## config.mk

```make
export PLATFORM = sky130hd
export DESIGN_NAME = chain_msg_layer
export DESIGN_NICKNAME = d
export VERILOG_FILES = /design/src/chain_msg_pkg.sv /design/src/chain_msg_layer.sv
export VERILOG_INCLUDE_DIRS = /design/src
export SDC_FILE = /design/constraint.sdc
export NUM_CORES = 1
export LEC_CHECK = 0
export BUFFER_PORTS_ARGS = -buffer_cell sky130_fd_sc_hd__clkbuf_2
export CORE_MARGIN = 3
export CORE_UTILIZATION = 53
export DETAILED_ROUTE_END_ITERATION = 10
export MAX_ROUTING_LAYER = met4
export PLACE_DENSITY = 0.81
export SLEW_MARGIN = 20
export SYNTH_ARGS = -nofsm -noshare
export SYNTH_HDL_FRONTEND = slang
export SYNTH_SLANG_ARGS = --single-unit
```

## constraint.sdc

```tcl
create_clock -name i_core_clk -period 2.5 [get_ports i_core_clk]
set_input_delay 0.25 -clock i_core_clk [delete_from_list [all_inputs] [get_ports i_core_clk]]
set_output_delay 0.25 -clock i_core_clk [all_outputs]
set_load 0.02 [all_outputs]
```

## src/chain_msg_defines.svh

```systemverilog
// constants for the daisy-chain message layer: offsets, fields, codes, timing
// assumes nothing of its includer
`ifndef CHAIN_MSG_DEFINES_SVH
`define CHAIN_MSG_DEFINES_SVH

// ----------------------------------------
// clock and timing
// ----------------------------------------
`define CLK_PERIOD_NS     25
`define LEG_DELAY_NS      2000
`define LEG_DELAY_CYC     ((`LEG_DELAY_NS + `CLK_PERIOD_NS - 1) / `CLK_PERIOD_NS)

// ----------------------------------------
// checksum
// ----------------------------------------
`define CRC_POLY_KOOP     16'h9eb2
`define CRC_POLY          16'h3d65  // msb-first form
`define CRC_SEED          16'h0000

// ----------------------------------------
// message fields and codes
// ----------------------------------------
`define CMD_NOP           2'h0
`define CMD_RD            2'h1
`define CMD_WR            2'h2
`define NODE_BCAST        6'h3f
`define NODE_INIT         6'h00
`define WAKE_WORD         16'hffee
`define WAKE_CHAIN        3'h7
`define WAKE_SEQ          4'hf
`define WAKE_LEN          2'h3
`define WAKE_REG          14'h3fff
`define FILL_OK           16'h0000
`define FILL_ERR          16'h8000
`define MSG_MIN_BITS      8'h40

// ----------------------------------------
// register map, byte addresses
// ----------------------------------------
`define OFS_CTRL          4'h0
`define OFS_STAT          4'h4
`define OFS_ERRCNT        4'h8
`define CTRL_RST          32'h0000_0000
`define BIT_PAD           6
`define BIT_SLEEP         9
`define BIT_CRCF          0
`define BIT_SUMF          1
`endif

```

## src/chain_msg_pkg.sv

```systemverilog
// types shared by the daisy-chain message layer
// assumes the defines header is compiled alongside
package chain_msg_pkg;
	// transmit sequencer, gray coded in declaration order
	typedef enum logic [2:0] {
		TX_IDLE   = 3'b000,
		TX_HDR    = 3'b001,
		TX_DAT    = 3'b011,
		TX_CRC    = 3'b010,
		TX_CLOSE  = 3'b110,
		TX_LOPEN  = 3'b111,
		TX_LWAIT  = 3'b101,
		TX_LCLOSE = 3'b100
	} tx_state_e;
endpackage

```

## src/chain_msg_layer.sv

```systemverilog
// message layer of a two-port daisy-chain node: checksum, multiread replies, wake
// assumes a bit-level link phy with symbol strobes and a register source
//
// Behaviour
// - transmit checksum over header and data bits
// - checksum fills the frame's lowest sixteen bits
// - accept frame only if remainder is zero
// - bad remainder drops frame, flags, counts error
// - any link fault raises the summary fault
// - multiread split into messages of chunk length
// - no padding: last message carries remainder only
// - padding: last message filled with zero words
// - access error fills with error word instead
// - length field counts padded words too
// - no-operation messages cause no action
// - wake is broadcast 64-bit nop with pattern
// - wake ignores chain, leader, length, sequence
// - only first wake after activation wakes system
// - generated wake uses fixed header and pattern
// - per-port wake format, one legacy port
// - legacy wake is open, delay, close
// - two ports, six-bit node address
// - node address zero reserved for initialisation
// - all-ones node address means broadcast
// - frames bounded by open and close symbols
// - any link activity leaves low power
// - execute own or broadcast, echo chain field
// - broadcast reads are ignored
`timescale 1ns/100ps
`include "chain_msg_defines.svh"

module chain_msg_layer
	import chain_msg_pkg::*;
#(
	parameter int ERRCNT_W  = 8,
	parameter int LEG_DLY   = `LEG_DELAY_CYC
) (
	input  wire logic        i_core_clk,
	input  wire logic        i_rst_n,
	// avalon-mm slave
	input  wire logic [3:0]  i_address,
	input  wire logic        i_read,
	input  wire logic        i_write,
	input  wire logic [31:0] i_writedata,
	output logic      [31:0] o_readdata,
	output logic             o_waitrequest,
	// receive side of the link
	input  wire logic        i_rx_activity,
	input  wire logic        i_rx_open,
	input  wire logic        i_rx_bit_valid,
	input  wire logic        i_rx_bit,
	input  wire logic        i_rx_close,
	// transmit side of the link
	output logic [1:0]       o_tx_port,
	output logic             o_tx_open,
	output logic             o_tx_bit_valid,
	output logic             o_tx_bit,
	output logic             o_tx_close,
	// register source for replies
	output logic [13:0]      o_reg_rd_addr,
	input  wire logic [15:0] i_reg_rdata,
	input  wire logic        i_access_err,
	// write command handoff
	output logic             o_cmd_wr_valid,
	output logic [13:0]      o_cmd_wr_addr,
	output logic [15:0]      o_cmd_wr_data,
	// system state
	output logic             o_active,
	output logic             o_sys_wake,
	output logic             o_link_fault
);

	// ----------------------------------------
	// elaboration checks
	// ----------------------------------------
	if (ERRCNT_W < 1 || ERRCNT_W > 32) begin : g_bad_cnt
		$error("error counter width out of range");
	end
	if (LEG_DLY < 1 || LEG_DLY > 65535) begin : g_bad_dly
		$error("legacy wake delay out of range");
	end

	// serial checksum step, msb first, no final inversion
	function automatic logic [15:0] crc_step(input logic [15:0] c, input logic b);
		logic fb;
		fb = c[15] ^ b;
		crc_step = {c[14:0], 1'b0} ^ (fb ? `CRC_POLY : 16'h0000);
	endfunction

	// ----------------------------------------
	// register file
	// ----------------------------------------
	logic [31:0]         ctrl_reg;      // node address, pad, wake formats
	logic                crcf_reg;      // checksum_fail_flag
	logic                sumf_reg;      // link_fault_summary
	logic [ERRCNT_W-1:0] errcnt_reg;    // link_error_counter
	logic                wait_reg;      // waitrequest, high while idle
	logic                wake_seen_reg; // first wake after activation taken

	wire [5:0] own_node_address  = ctrl_reg[5:0];  // init address until set
	wire       pad_en            = ctrl_reg[`BIT_PAD];
	wire [1:0] wake_format_select = ctrl_reg[8:7];

	// bus decode; a request is answered on the second edge
	wire bus_req = i_read | i_write;
	wire bus_go  = bus_req & ~wait_reg;
	wire wr_go   = i_write & ~wait_reg;
	wire wr_ctrl = wr_go & (i_address == `OFS_CTRL);
	wire wr_stat = wr_go & (i_address == `OFS_STAT);
	wire wr_cnt  = wr_go & (i_address == `OFS_ERRCNT);
	wire sleep   = wr_ctrl & i_writedata[`BIT_SLEEP];

	// ----------------------------------------
	// receive path
	// ----------------------------------------
	logic [15:0] rx_crc_reg;   // running remainder over the whole frame
	logic [31:0] rx_sh_reg;    // last bits received
	logic [31:0] rx_hdr_reg;   // header captured after 32 bits
	logic [15:0] rx_dat_reg;   // first data word
	logic [7:0]  rx_cnt_reg;   // bits in frame, saturating
	logic        rx_in_reg;    // inside a frame

	wire [1:0]  f_cmd  = rx_hdr_reg[31:30];
	wire        f_leader_select_field = rx_hdr_reg[29];
	wire [2:0]  f_chain_number_field = rx_hdr_reg[28:26];
	wire [5:0]  f_node = rx_hdr_reg[25:20];
	wire [3:0]  f_seq  = rx_hdr_reg[19:16];
	wire [13:0] f_reg  = rx_hdr_reg[13:0];

	// checksum over all bits including the trailer must be zero
	wire rx_done  = i_rx_close & rx_in_reg;
	wire crc_ok   = (rx_crc_reg == `CRC_SEED) && (rx_cnt_reg >= `MSG_MIN_BITS);
	wire crc_bad  = rx_done & ~crc_ok;

	// tx busy means a reply or wake message is pending: new frames are ignored meanwhile
	logic tx_busy;
	wire  accept  = rx_done & crc_ok & ~tx_busy;
	wire  is_bc   = (f_node == `NODE_BCAST);
	wire  is_own  = (f_node == own_node_address);
	// wake match ignores chain, leader, length and sequence fields
	wire  is_wake = (f_cmd == `CMD_NOP) && is_bc && (rx_cnt_reg == `MSG_MIN_BITS)
	                && (rx_dat_reg == `WAKE_WORD);
	wire  wake_go = accept & is_wake & ~wake_seen_reg & o_active;
	// reads to the broadcast address would collide, so they are dropped
	wire  rd_go   = accept & (f_cmd == `CMD_RD) & is_own & ~is_bc
	                & (rx_dat_reg[7:0] != 8'h00);
	wire  wr_cmd  = accept & (f_cmd == `CMD_WR) & (is_own | is_bc);

	// shift and checksum every received bit
	always_ff @(posedge i_core_clk) begin
		if (!i_rst_n) begin
			rx_crc_reg <= 16'h0000;
			rx_sh_reg  <= 32'h0000_0000;
			rx_cnt_reg <= 8'h00;
			rx_in_reg  <= 1'b0;
		end else if (i_rx_open) begin
			rx_crc_reg <= `CRC_SEED;
			rx_cnt_reg <= 8'h00;
			rx_in_reg  <= 1'b1;
		end else if (i_rx_bit_valid && rx_in_reg) begin
			rx_crc_reg <= crc_step(rx_crc_reg, i_rx_bit);
			rx_sh_reg  <= {rx_sh_reg[30:0], i_rx_bit};
			rx_cnt_reg <= (rx_cnt_reg == 8'hff) ? rx_cnt_reg : rx_cnt_reg + 8'h01;
		end else if (i_rx_close) begin
			rx_in_reg  <= 1'b0;
		end
	end

	// capture header and first data word as they pass
	always_ff @(posedge i_core_clk) begin
		if (!i_rst_n) begin
			rx_hdr_reg <= 32'h0000_0000;
			rx_dat_reg <= 16'h0000;
		end else if (i_rx_bit_valid && rx_in_reg) begin
			if (rx_cnt_reg == 8'd31)
				rx_hdr_reg <= {rx_sh_reg[30:0], i_rx_bit};
			if (rx_cnt_reg == 8'd47)
				rx_dat_reg <= {rx_sh_reg[14:0], i_rx_bit};
		end
	end

	// ----------------------------------------
	// fault flags, counter and power state
	// ----------------------------------------
	// the hardware set wins over a software clear in the same cycle
	always_ff @(posedge i_core_clk) begin
		if (!i_rst_n) begin
			crcf_reg   <= 1'b0;
			sumf_reg   <= 1'b0;
			errcnt_reg <= '0;
		end else begin
			crcf_reg   <= crc_bad | (crcf_reg & ~(wr_stat & i_writedata[`BIT_CRCF]));
			sumf_reg   <= crc_bad | (sumf_reg & ~(wr_stat & i_writedata[`BIT_SUMF]));
			if (crc_bad)
				errcnt_reg <= errcnt_reg + 1'b1;
			else if (wr_cnt)
				errcnt_reg <= '0;
		end
	end

	// any link activity wakes the node, software puts it back to sleep
	always_ff @(posedge i_core_clk) begin
		if (!i_rst_n) begin
			o_active      <= 1'b0;
			wake_seen_reg <= 1'b0;
			o_sys_wake    <= 1'b0;
			o_link_fault  <= 1'b0;
		end else begin
			o_active      <= i_rx_activity | i_rx_open | (o_active & ~sleep);
			wake_seen_reg <= wake_go | (wake_seen_reg & ~sleep);
			o_sys_wake    <= wake_go;
			o_link_fault  <= crc_bad | (sumf_reg & ~(wr_stat & i_writedata[`BIT_SUMF]));
		end
	end

	// write commands are handed on; nop frames do nothing
	always_ff @(posedge i_core_clk) begin
		if (!i_rst_n) begin
			o_cmd_wr_valid <= 1'b0;
			o_cmd_wr_addr  <= 14'h0000;
			o_cmd_wr_data  <= 16'h0000;
		end else begin
			o_cmd_wr_valid <= wr_cmd;
			if (wr_cmd) begin
				o_cmd_wr_addr <= f_reg;
				o_cmd_wr_data <= rx_dat_reg;
			end
		end
	end

	// ----------------------------------------
	// avalon slave
	// ----------------------------------------
	wire [31:0] stat_val = {27'h0, tx_busy, wake_seen_reg, o_active, sumf_reg, crcf_reg};
	wire [31:0] rd_val   = (i_address == `OFS_CTRL)   ? ctrl_reg :
	                       (i_address == `OFS_STAT)   ? stat_val :
	                       (i_address == `OFS_ERRCNT) ? 32'(errcnt_reg) : 32'h0000_0000;

	// one wait state: read data is loaded while waitrequest is high
	always_ff @(posedge i_core_clk) begin
		if (!i_rst_n) begin
			wait_reg   <= 1'b1;
			o_readdata <= 32'h0000_0000;
			ctrl_reg   <= `CTRL_RST;
		end else begin
			wait_reg <= ~(bus_req & wait_reg);
			if (i_read && wait_reg)
				o_readdata <= rd_val;
			if (wr_ctrl)
				ctrl_reg <= {22'h0, 1'b0, i_writedata[8:0]};  // sleep is a pulse
		end
	end
	assign o_waitrequest = wait_reg;

	// ----------------------------------------
	// transmit sequencer
	// ----------------------------------------
	tx_state_e   st_reg;
	logic [31:0] sh_reg;      // outgoing header or data word
	logic [15:0] tcrc_reg;    // outgoing remainder
	logic [4:0]  bit_reg;     // bit within header or word
	logic [2:0]  widx_reg;    // word within message
	logic [2:0]  words_reg;   // words in this message incl. padding
	logic [2:0]  real_reg;    // words carrying register data
	logic [7:0]  left_reg;    // registers still owed
	logic [1:0]  chunk_reg;   // response_chunk_length code
	logic        err_reg;     // reply reports an access error
	logic [3:0]  echo_reg;    // leader and chain echo
	logic [3:0]  eseq_reg;
	logic        wk_pend_reg; // wake message owed
	logic        wk_msg_reg;  // message in flight is a wake
	logic        leg_done_reg;
	logic [15:0] dly_reg;

	// only one port may be legacy; port 0 wins if both are set
	wire [1:0] leg_port = wake_format_select[0] ? 2'b01 : wake_format_select[1] ? 2'b10 : 2'b00;
	wire [2:0] chunk_w  = {1'b0, chunk_reg} + 3'd1;
	wire [2:0] take_w   = (left_reg < 8'(chunk_w)) ? left_reg[2:0] : chunk_w;
	// padding keeps the chunk length, otherwise the last one shrinks
	wire [2:0] send_w   = pad_en ? chunk_w : take_w;
	wire [15:0] fill_w  = err_reg ? `FILL_ERR : `FILL_OK;
	wire [2:0] nidx     = widx_reg + 3'd1;
	wire [15:0] word_w  = wk_msg_reg ? `WAKE_WORD : (nidx < real_reg) ? i_reg_rdata : fill_w;
	wire [15:0] word0_w = wk_msg_reg ? `WAKE_WORD : (real_reg != 3'd0) ? i_reg_rdata : fill_w;
	wire [1:0] len_w    = 2'(send_w - 3'd1);
	wire [31:0] rsp_hdr = {`CMD_RD, echo_reg, own_node_address, eseq_reg, len_w, o_reg_rd_addr};
	wire [31:0] wk_hdr  = {`CMD_NOP, 1'b0, `WAKE_CHAIN, `NODE_BCAST, `WAKE_SEQ, `WAKE_LEN,
	                       `WAKE_REG};
	wire emit = (st_reg == TX_HDR) || (st_reg == TX_DAT);
	assign tx_busy = (st_reg != TX_IDLE) || (left_reg != 8'h00) || wk_pend_reg;

	// reply bookkeeping, loaded when a read is accepted
	always_ff @(posedge i_core_clk) begin
		if (!i_rst_n) begin
			chunk_reg <= 2'h0;
			err_reg   <= 1'b0;
			echo_reg  <= 4'h0;
			eseq_reg  <= 4'h0;
		end else if (rd_go) begin
			chunk_reg <= rx_dat_reg[9:8];
			err_reg   <= i_access_err;
			echo_reg  <= {f_leader_select_field, f_chain_number_field};
			eseq_reg  <= f_seq;
		end
	end

	// bit output and checksum; header and data feed the remainder
	always_ff @(posedge i_core_clk) begin
		if (!i_rst_n) begin
			o_tx_bit       <= 1'b0;
			o_tx_bit_valid <= 1'b0;
			tcrc_reg       <= `CRC_SEED;
		end else begin
			o_tx_bit_valid <= emit || (st_reg == TX_CRC);
			if (st_reg == TX_IDLE) begin
				tcrc_reg <= `CRC_SEED;
			end else if (emit) begin
				o_tx_bit <= sh_reg[31];
				tcrc_reg <= crc_step(tcrc_reg, sh_reg[31]);
			end else if (st_reg == TX_CRC) begin
				o_tx_bit <= tcrc_reg[15];
				tcrc_reg <= {tcrc_reg[14:0], 1'b0};
			end
		end
	end

	// message sequencing: header, words, checksum, close
	always_ff @(posedge i_core_clk) begin
		if (!i_rst_n) begin
			st_reg        <= TX_IDLE;
			sh_reg        <= 32'h0000_0000;
			bit_reg       <= 5'h00;
			widx_reg      <= 3'h0;
			words_reg     <= 3'h0;
			real_reg      <= 3'h0;
			left_reg      <= 8'h00;
			wk_pend_reg   <= 1'b0;
			wk_msg_reg    <= 1'b0;
			leg_done_reg  <= 1'b0;
			dly_reg       <= 16'h0000;
			o_reg_rd_addr <= 14'h0000;
			o_tx_port     <= 2'b00;
			o_tx_open     <= 1'b0;
			o_tx_close    <= 1'b0;
		end else begin
			o_tx_open  <= 1'b0;
			o_tx_close <= 1'b0;
			bit_reg    <= bit_reg + 5'h01;
			if (emit)
				sh_reg <= {sh_reg[30:0], 1'b0};
			case (st_reg)
				TX_IDLE: begin
					bit_reg <= 5'h00;
					if (rd_go) begin
						left_reg      <= rx_dat_reg[7:0];
						o_reg_rd_addr <= f_reg;
					end else if (wake_go) begin
						wk_pend_reg  <= 1'b1;
						leg_done_reg <= 1'b0;
					end else if (left_reg != 8'h00) begin
						// replies leave on both ports
						st_reg     <= TX_HDR;
						sh_reg     <= rsp_hdr;
						words_reg  <= send_w;
						real_reg   <= take_w;
						wk_msg_reg <= 1'b0;
						o_tx_port  <= 2'b11;
						o_tx_open  <= 1'b1;
					end else if (wk_pend_reg && leg_port != 2'b00 && !leg_done_reg) begin
						st_reg    <= TX_LOPEN;
						o_tx_port <= leg_port;
					end else if (wk_pend_reg && leg_port != 2'b11) begin
						st_reg     <= TX_HDR;
						sh_reg     <= wk_hdr;
						words_reg  <= 3'd1;
						real_reg   <= 3'd0;
						wk_msg_reg <= 1'b1;
						o_tx_port  <= ~leg_port;
						o_tx_open  <= 1'b1;
					end else begin
						wk_pend_reg <= 1'b0;
					end
				end
				TX_HDR: begin
					if (bit_reg == 5'd31) begin
						st_reg   <= TX_DAT;
						bit_reg  <= 5'h00;
						widx_reg <= 3'h0;
						sh_reg   <= {word0_w, 16'h0000};
						if (real_reg != 3'd0)
							o_reg_rd_addr <= o_reg_rd_addr + 14'h0001;
					end
				end
				TX_DAT: begin
					if (bit_reg == 5'd15) begin
						bit_reg <= 5'h00;
						if (nidx < words_reg) begin
							widx_reg <= nidx;
							sh_reg   <= {word_w, 16'h0000};
							if (nidx < real_reg)
								o_reg_rd_addr <= o_reg_rd_addr + 14'h0001;
						end else begin
							st_reg <= TX_CRC;
						end
					end
				end
				TX_CRC: begin
					if (bit_reg == 5'd15)
						st_reg <= TX_CLOSE;
				end
				TX_CLOSE: begin
					o_tx_close <= 1'b1;
					st_reg     <= TX_IDLE;
					if (wk_msg_reg)
						wk_pend_reg <= 1'b0;
					else
						left_reg <= left_reg - 8'(real_reg);
				end
				// legacy wake: open symbol, pause, close symbol
				TX_LOPEN: begin
					o_tx_open <= 1'b1;
					dly_reg   <= 16'(LEG_DLY);
					st_reg    <= TX_LWAIT;
				end
				TX_LWAIT: begin
					dly_reg <= dly_reg - 16'h0001;
					if (dly_reg == 16'h0001)
						st_reg <= TX_LCLOSE;
				end
				TX_LCLOSE: begin
					o_tx_close   <= 1'b1;
					leg_done_reg <= 1'b1;
					st_reg       <= TX_IDLE;
				end
				default: st_reg <= TX_IDLE;
			endcase
		end
	end

endmodule

```

==> summary.md, run 1 <==
| Metric | Value |
|---|---|
| Syn avg cell area | approximately 8.1 sq um |
| Arrival time worst endpoint | slightly below 3 ns |
| Mapped Area | approximately 13000 sq um |
| IO Pins | between 100 and 150 |
| Layout cells sized above 1 | between 10% and 20% |
| Die ar. | around 27000 sq um |
| Slowest-stage cell, CP | dfxtp_2 |
| Pleak | 6.213 nW |
| Largest net degree at the start of global routing | 48 |
| Initial antenna violation count | 0 |
| Rows | 57 |
| Final WS setup | a little over 0.03 ns |
| Crit-path cells | ha_4, xor2_2, ha_1, a21oi_2, o211ai_1, o21bai_1, nand2b_1, buf_4, a21oi_4, buf_6, nor2_2, a211oi_1 |
| Worst-Margin Slew | just under 0.8 ns |
| Fin crit share | 98.76% |
| Final number of hold-violating endpoints | 0 |
| Max FO, Critical Path | 6 |
| Worst EP required | a little under 3 ns |
| Core footprint | 24680 sq um |
| Starting DRT DRC Count | 1327 |
| Chip height | ~170 um |
| FMAX | just over 400 MHz |
| Total grt overflow | 0 |
| RSZ-0062 raised after global routing | yes |
| Sequential element share of the synthesized area | a little over two fifths |
| H-tree depth | 1 |
| Multi-input logic area | approximately 7300 sq um |
| Post-synth cell types | 76 |
| Area grow syn2layout | 19.03% |
| Slew headroom | between 40% and 50% |
| Worst Setup Start Kind | flip-flop |
| Setup TNS Final | 0 ns |
| TritonCTS Buffers | 30 |
| Hold Path Class | primary input to flip-flop |
| Crit path time final | between 2 and 2.5 ns |
| CTS max path bufs | 3 |
| Pwr/cell area | 784.9 nW/um^2 |
| Max incr delay on CP | 0.34 ns |
| Antenna-violating nets left | 0 |
| Vias in the first global route | ~12000 |
| Core Util, Final | about two thirds |
| Clock sink count | approximately 290 |
| Starting Density | between 50% and 60% |
| Mapped Cells | 1669 |
| Max-cap viol count | 0 |
| R2R cell count | 12 |
| Worst path depth | 12 |
| Drt wl/cell | 17.59 um |
| WHS Path Cells | 3 |
| Number of synthesized flops with an enable pin | 0 |
| WP buf/inv | 2 |
| Pre-CTS setup slack | -0.2167 ns |
| DP HPWL | approximately 26 mm |
| DR pass1 iterations | 6 |
| Seq. cell area | about 5800 sq um |
| Asr flop ratio synth | 0% |
| Port Buf Inserts | around 100 |
| Synth Warn # | 0 |
| Root buffer cell | clkbuf_16 |
| Vias per cell | a little under 6 |
| Routability Congestion | ~0.94 |
| CTS tree | done |
| Clock transition at path regs | 0.06 ns |
| Max IR drop VDD | between 0.0005 and 0.0006 V |
| Die W | 165.5 um |
| # fillers | 1973 |
| Global-route wire length before repair | 59.40 mm |
| Top delay family on crit path | compound AO/OA/AOI/OAI gates |
| Worst skew pair latency | ~0.55 ns |
| DR vias | between 10000 and 15000 |
| Power Total | 12.60 mW |
| N_diodes | 0 |
| Setup Skew | 0.01450 ns |
| Final setup violation count | 0 |
| CP Class | flip-flop to flip-flop |
| CP Capture Type | flip-flop |
| Drt drc | 0 |
| Final net count | about 1900 |
| Max reg flops | 32 |
| DRT Wirelength | around 38 mm |
| All-Layer GR Usage | about 27% |
| Synth Flop Type | dfxtp_1 |
| Synth Register Bits | 288 |
| Status | completed |
| Max-slew violations | 0 |
layout by cell type (no fill, tap or decap), drive strengths merged, types with 20 or more instances in the layout:
cell / count
xnor2: 26
nor3: 29
conb: 23
nor2: 199
mux2i: 104
a21oi: 190
clkbuf: 144
inv: 31
dfxtp: 288
o21ai: 83
nand2: 307
a31oi: 20
ha: 22
buf: 91
where the power goes:
part | internal (mW) | leakage (nW) | switching, mW
clock | 2.78 | 0.498 | 1.83
sequential | 4.77 | 2.32 | 0.171
combinational | 1.08 | 3.39 | 1.97
total | 8.63 | 6.21 | 3.97
path summary, 6_finish.rpt:
kind,from,end,slack [ns]
min,i_rx_open,rx_in_reg,0.03
max,widx_reg[0],o_reg_rd_addr[1],0.03
max reg2reg,widx_reg[0],o_reg_rd_addr[1],0.03
min reg2reg,bit_reg[0],bit_reg[0],0.45
cell type report:
cell class	count	share of cell area [%]
Sequential cell	288	35.94
Timing Repair Buffer	209	8.965
Inverter	30	0.7328
Clock buffer	41	5.255
Multi-Input combinational cell	1246	45.40
Clock inverter	14	1.177
Tap cell	324	2.526
stage by stage:
step	hold slack, ns	std cells	cell area (sq um)
after global routing	0.03679	2152	16050
final	0.02530	2152	16050
after global placement	0.4317	2079	14650
after detailed placement	0.4404	2079	14650
after CTS	0.01370	2150	15860
after floorplan	0.3659	1691	13570
metal layers:
| layer | part of all wire (%) | vias up | track usage (%) |
|---|---|---|---|
| li1 | - | 6030 | - |
| met1 | 42 | 6022 | 35.32 |
| met2 | 46 | 560 | 43.40 |
| met3 | 7.8 | 103 | 3.866 |
| met4 | 3.7 | 0 | 10.32 |
| met5 | 0 | - | - |
worst register-to-register path, stage by stage, from the launching register on:
cell      delay [ns]
dfxtp_2         0.34
ha_4            0.17
xor2_2          0.15
ha_1            0.32
a21oi_2         0.16
o211ai_1        0.14
o21bai_1        0.24
nand2b_1        0.15
buf_4           0.17
a21oi_4         0.18
buf_6           0.15
nor2_2          0.04
a211oi_1        0.19
synthesized netlist by cell type (14+ instances only):
cell / number / area, sq um
a211oi_1: 16 / 120.1
a21oi_1: 189 / 945.9
a31oi_1: 20 / 125.1
buf_4: 27 / 202.7
clkbuf_1: 80 / 300.3
dfxtp_1: 288 / 5766
ha_1: 22 / 275.3
inv_1: 29 / 108.9
mux2i_1: 104 / 1041
nand2_1: 307 / 1152
nand3_1: 14 / 70.07
nor2_1: 197 / 739.5
nor3_1: 25 / 125.1
o21ai_0: 77 / 385.4
xnor2_1: 26 / 227.7
xor2_1: 14 / 122.6
timing repair:
action                                  in CTS  in global routing
setup buffers                                1                  2
pin swaps                                    2                 12
hold buffers                                15                  0
endpoints found under the hold margin       14                  0
endpoints found under the setup margin      37                 48
resized for setup                            8                 42
logic make-up after synthesis:
group / synth area share, %
AO/OA/AOI/OAI: 18.14
XOR/XNOR: 2.598
adder cells (fa/ha/maj): 2.190
buffers and inverters: 5.299
flip-flops: 42.76
multiplexers: 7.971
other: 0.02781
AND/OR/NAND/NOR: 21.01
Note: power is estimated with default switching activity, not from simulation.
==> run 2: changes to the inputs <==
--- a/config.mk
+++ b/config.mk
@@ -7,7 +7,7 @@
 export NUM_CORES = 1
 export LEC_CHECK = 0
 export BUFFER_PORTS_ARGS = -buffer_cell sky130_fd_sc_hd__clkbuf_2
-export CORE_MARGIN = 3
+export CORE_MARGIN = 2
 export CORE_UTILIZATION = 53
 export DETAILED_ROUTE_END_ITERATION = 10
 export MAX_ROUTING_LAYER = met4
==> run 2 against run 1 <==
Against the previous run:
- critical path depth shrank 1
- hold slack lost 0.0020 ns
- largest cell class unchanged
- critical path type unchanged
- design area shrank 0.93%
==> summary.md, run 2 (synthesis gave the netlist of run 1 again) <==
| Metric | Value |
|---|---|
| Pwr/cell area | roughly 770 nW/um^2 |
| Crit path time final | around 2.4 ns |
| Grt met1 use | roughly 35% |
| Critical path's most frequent cell | ha_4 |
| DR vias | ~13000 |
| Area grow syn2layout | 17.93% |
| Die ar. | approximately 27000 sq um |
| Most common cell after layout, fill and taps aside | nand2_1 |
| Crit-path cells | ha_4, xor2_4, ha_4, nand2_2, o211ai_1, buf_4, nor2_2, a21oi_2, nor3_2, a2111oi_2, a211oi_1 |
| CP Launch Point | widx_reg[0] |
| TritonCTS Buffers | 30 |
| Pleak | 6.158 nW |
| Final setup violation count | 0 |
| Hold_sp | i_rx_bit |
| Worst skew pair latency | 0.55 ns |
| Slowest-stage cell, CP | a2111oi_2 |
| Rows | 58 |
| Setup Skew | approximately 0.012 ns |
| GR Util met3 | under 10% |
| Global-route wire length before repair | around 60 mm |
| Initial antenna violation count | 0 |
| CTS tree | done |
| Global-route layer with the greatest usage | met2 |
| Final net count | between 1500 and 2000 |
| Fin crit share | a little over nine tenths |
| Pre-CTS setup slack | -0.2375 ns |
| Core footprint | 25110 sq um |
| DRT Wirelength | roughly 37 mm |
| Hold Path Class | primary input to flip-flop |
| IO Pins | approximately 150 |
| Starting DRT DRC Count | ~1400 |
| Largest net degree at the start of global routing | 88 |
| Arrival time worst endpoint | between 2 and 3 ns |
| CP Class | flip-flop to flip-flop |
| Root buffer cell | clkbuf_16 |
| Top delay family on crit path | compound AO/OA/AOI/OAI gates |
| H-tree depth | 1 |
| Dpl cells | approximately 2100 |
| Final number of hold-violating endpoints | 0 |
| Final WS setup | approximately 0.055 ns |
| Most frequent cells in the layout | 306 x nand2_1, 286 x dfxtp_1, 194 x nor2_1 |
| Layout cells sized above 1 | 15.91% |
| N_diodes | 0 |
| Drt wl/cell | about 17 um |
| RSZ-0062 raised after global routing | yes |
| Antenna-violating nets left | 0 |
| Worst Setup Start Kind | flip-flop |
| Routing usage on met2 | 44.99% |
| Vias per cell | 5.859 |
| Core Util, Final | about 63% |
| Starting Density | a little over half |
| Status | completed |
| Setup TNS Final | 0 ns |
| Max FO, Critical Path | 4 |
| Max IR drop VDD | 0.0005884 V |
| DP HPWL | 24.57 mm |
| Layout Cells excl Fill | around 2100 |
| FMAX | 409.0 MHz |
| Reg2reg start | widx_reg[0] |
| Chip height | 163.5 um |
| CP Capture Type | flip-flop |
| Total grt overflow | 0 |
| Clock transition at path regs | ~0.06 ns |
| Max reg flops | 32 |
| Max-cap viol count | 0 |
| # fillers | slightly above 2000 |
| Die W | between 150 and 200 um |
| Slew headroom | 52.85% |
| CTS max path bufs | 3 |
| Port Buf Inserts | approximately 100 |
| Vias in the first global route | 11760 |
| Worst EP required | a little under 3 ns |
| All-Layer GR Usage | 27.62% |
| Routability Congestion | between 0.9 and 1 |
| Max-slew violations | 0 |
| Max incr delay on CP | roughly 0.37 ns |
| WP buf/inv | 1 |
| Drt drc | 0 |
| DR pass1 iterations | 6 |
| Clock sink count | between 200 and 300 |
| Worst-Margin Slew | a little over 0.7 ns |
| Power Total | roughly 12 mW |
run 2: cell count changes in the layout (fill, tap and decap cells not counted), moves of 3 or more:
cell / before / now
a21oi_1: 181 / 185
a21oi_2: 8 / 4
buf_4: 81 / 72
clkbuf_8: 3 / 6
clkinv_2: 4 / 8
clkinvlp_4: 3 / 0
o21ai_0: 71 / 77
o21ai_2: 4 / 1
run 2: area by class of cell:
cell class | instances | area (sq um) | area share (%)
inverter | 30 | 117.6 | 0.7397
tap | 330 | 412.9 | 2.597
multi-input combinational | 1247 | 7282 | 45.80
clock buffer | 43 | 880.8 | 5.540
timing repair buffer | 198 | 1339 | 8.420
clock inverter | 10 | 100.1 | 0.6295
sequential | 288 | 5768 | 36.28
run 2: timing repair:
item / in CTS / in global routing
gates resized for setup: 8 / 29
hold buffers: 16 / 0
setup buffers: 1 / 6
hold endpoints to repair: 14 / 0
gates cloned: 0 / 1
pin swaps: 3 / 10
endpoints found under the setup margin: 38 / 45
run 2: worst reg2reg max path: cells and delay by family, from the launching register on:
family | cells | cell delay [ns]
AO/OA/AOI/OAI | 4 | 0.95
adder cells (fa/ha/maj) | 2 | 0.47
flip-flops | 1 | 0.34
buffers and inverters | 1 | 0.19
AND/OR/NAND/NOR | 3 | 0.18
XOR/XNOR | 1 | 0.17
run 2: where the power goes:
part | total (mW) | leakage, nW | switching, mW | internal (mW)
clock | 4.46 | 0.492 | 1.82 | 2.63
sequential | 4.91 | 2.32 | 0.141 | 4.77
combinational | 2.93 | 3.34 | 1.90 | 1.03
total | 12.3 | 6.16 | 3.86 | 8.43
run 2: per-stage QoR:
step,area (sq um),hold slack (ns)
after floorplan,13570,0.3659
final,15900,0.02334
after CTS,15700,0.007035
after detailed placement,14520,0.4446
after global placement,14520,0.4314
after global routing,15900,0.02589
run 2: worst paths after layout:
check | to | slack (ns) | cells after the start
hold / removal | rx_sh_reg[0] | 0.02 | 3
hold reg to reg | tcrc_reg[7] | 0.45 | 2
setup reg to reg | sh_reg[20] | 0.05 | 11
setup / recovery | sh_reg[20] | 0.05 | 11
run 2: layer usage:
metal | routed length, um | up-vias
met1 | 15290 | 5904
met3 | 2785 | 107
li1 | - | 6014
met2 | 17320 | 549
met4 | 1246 | 0
met5 | 0 | -
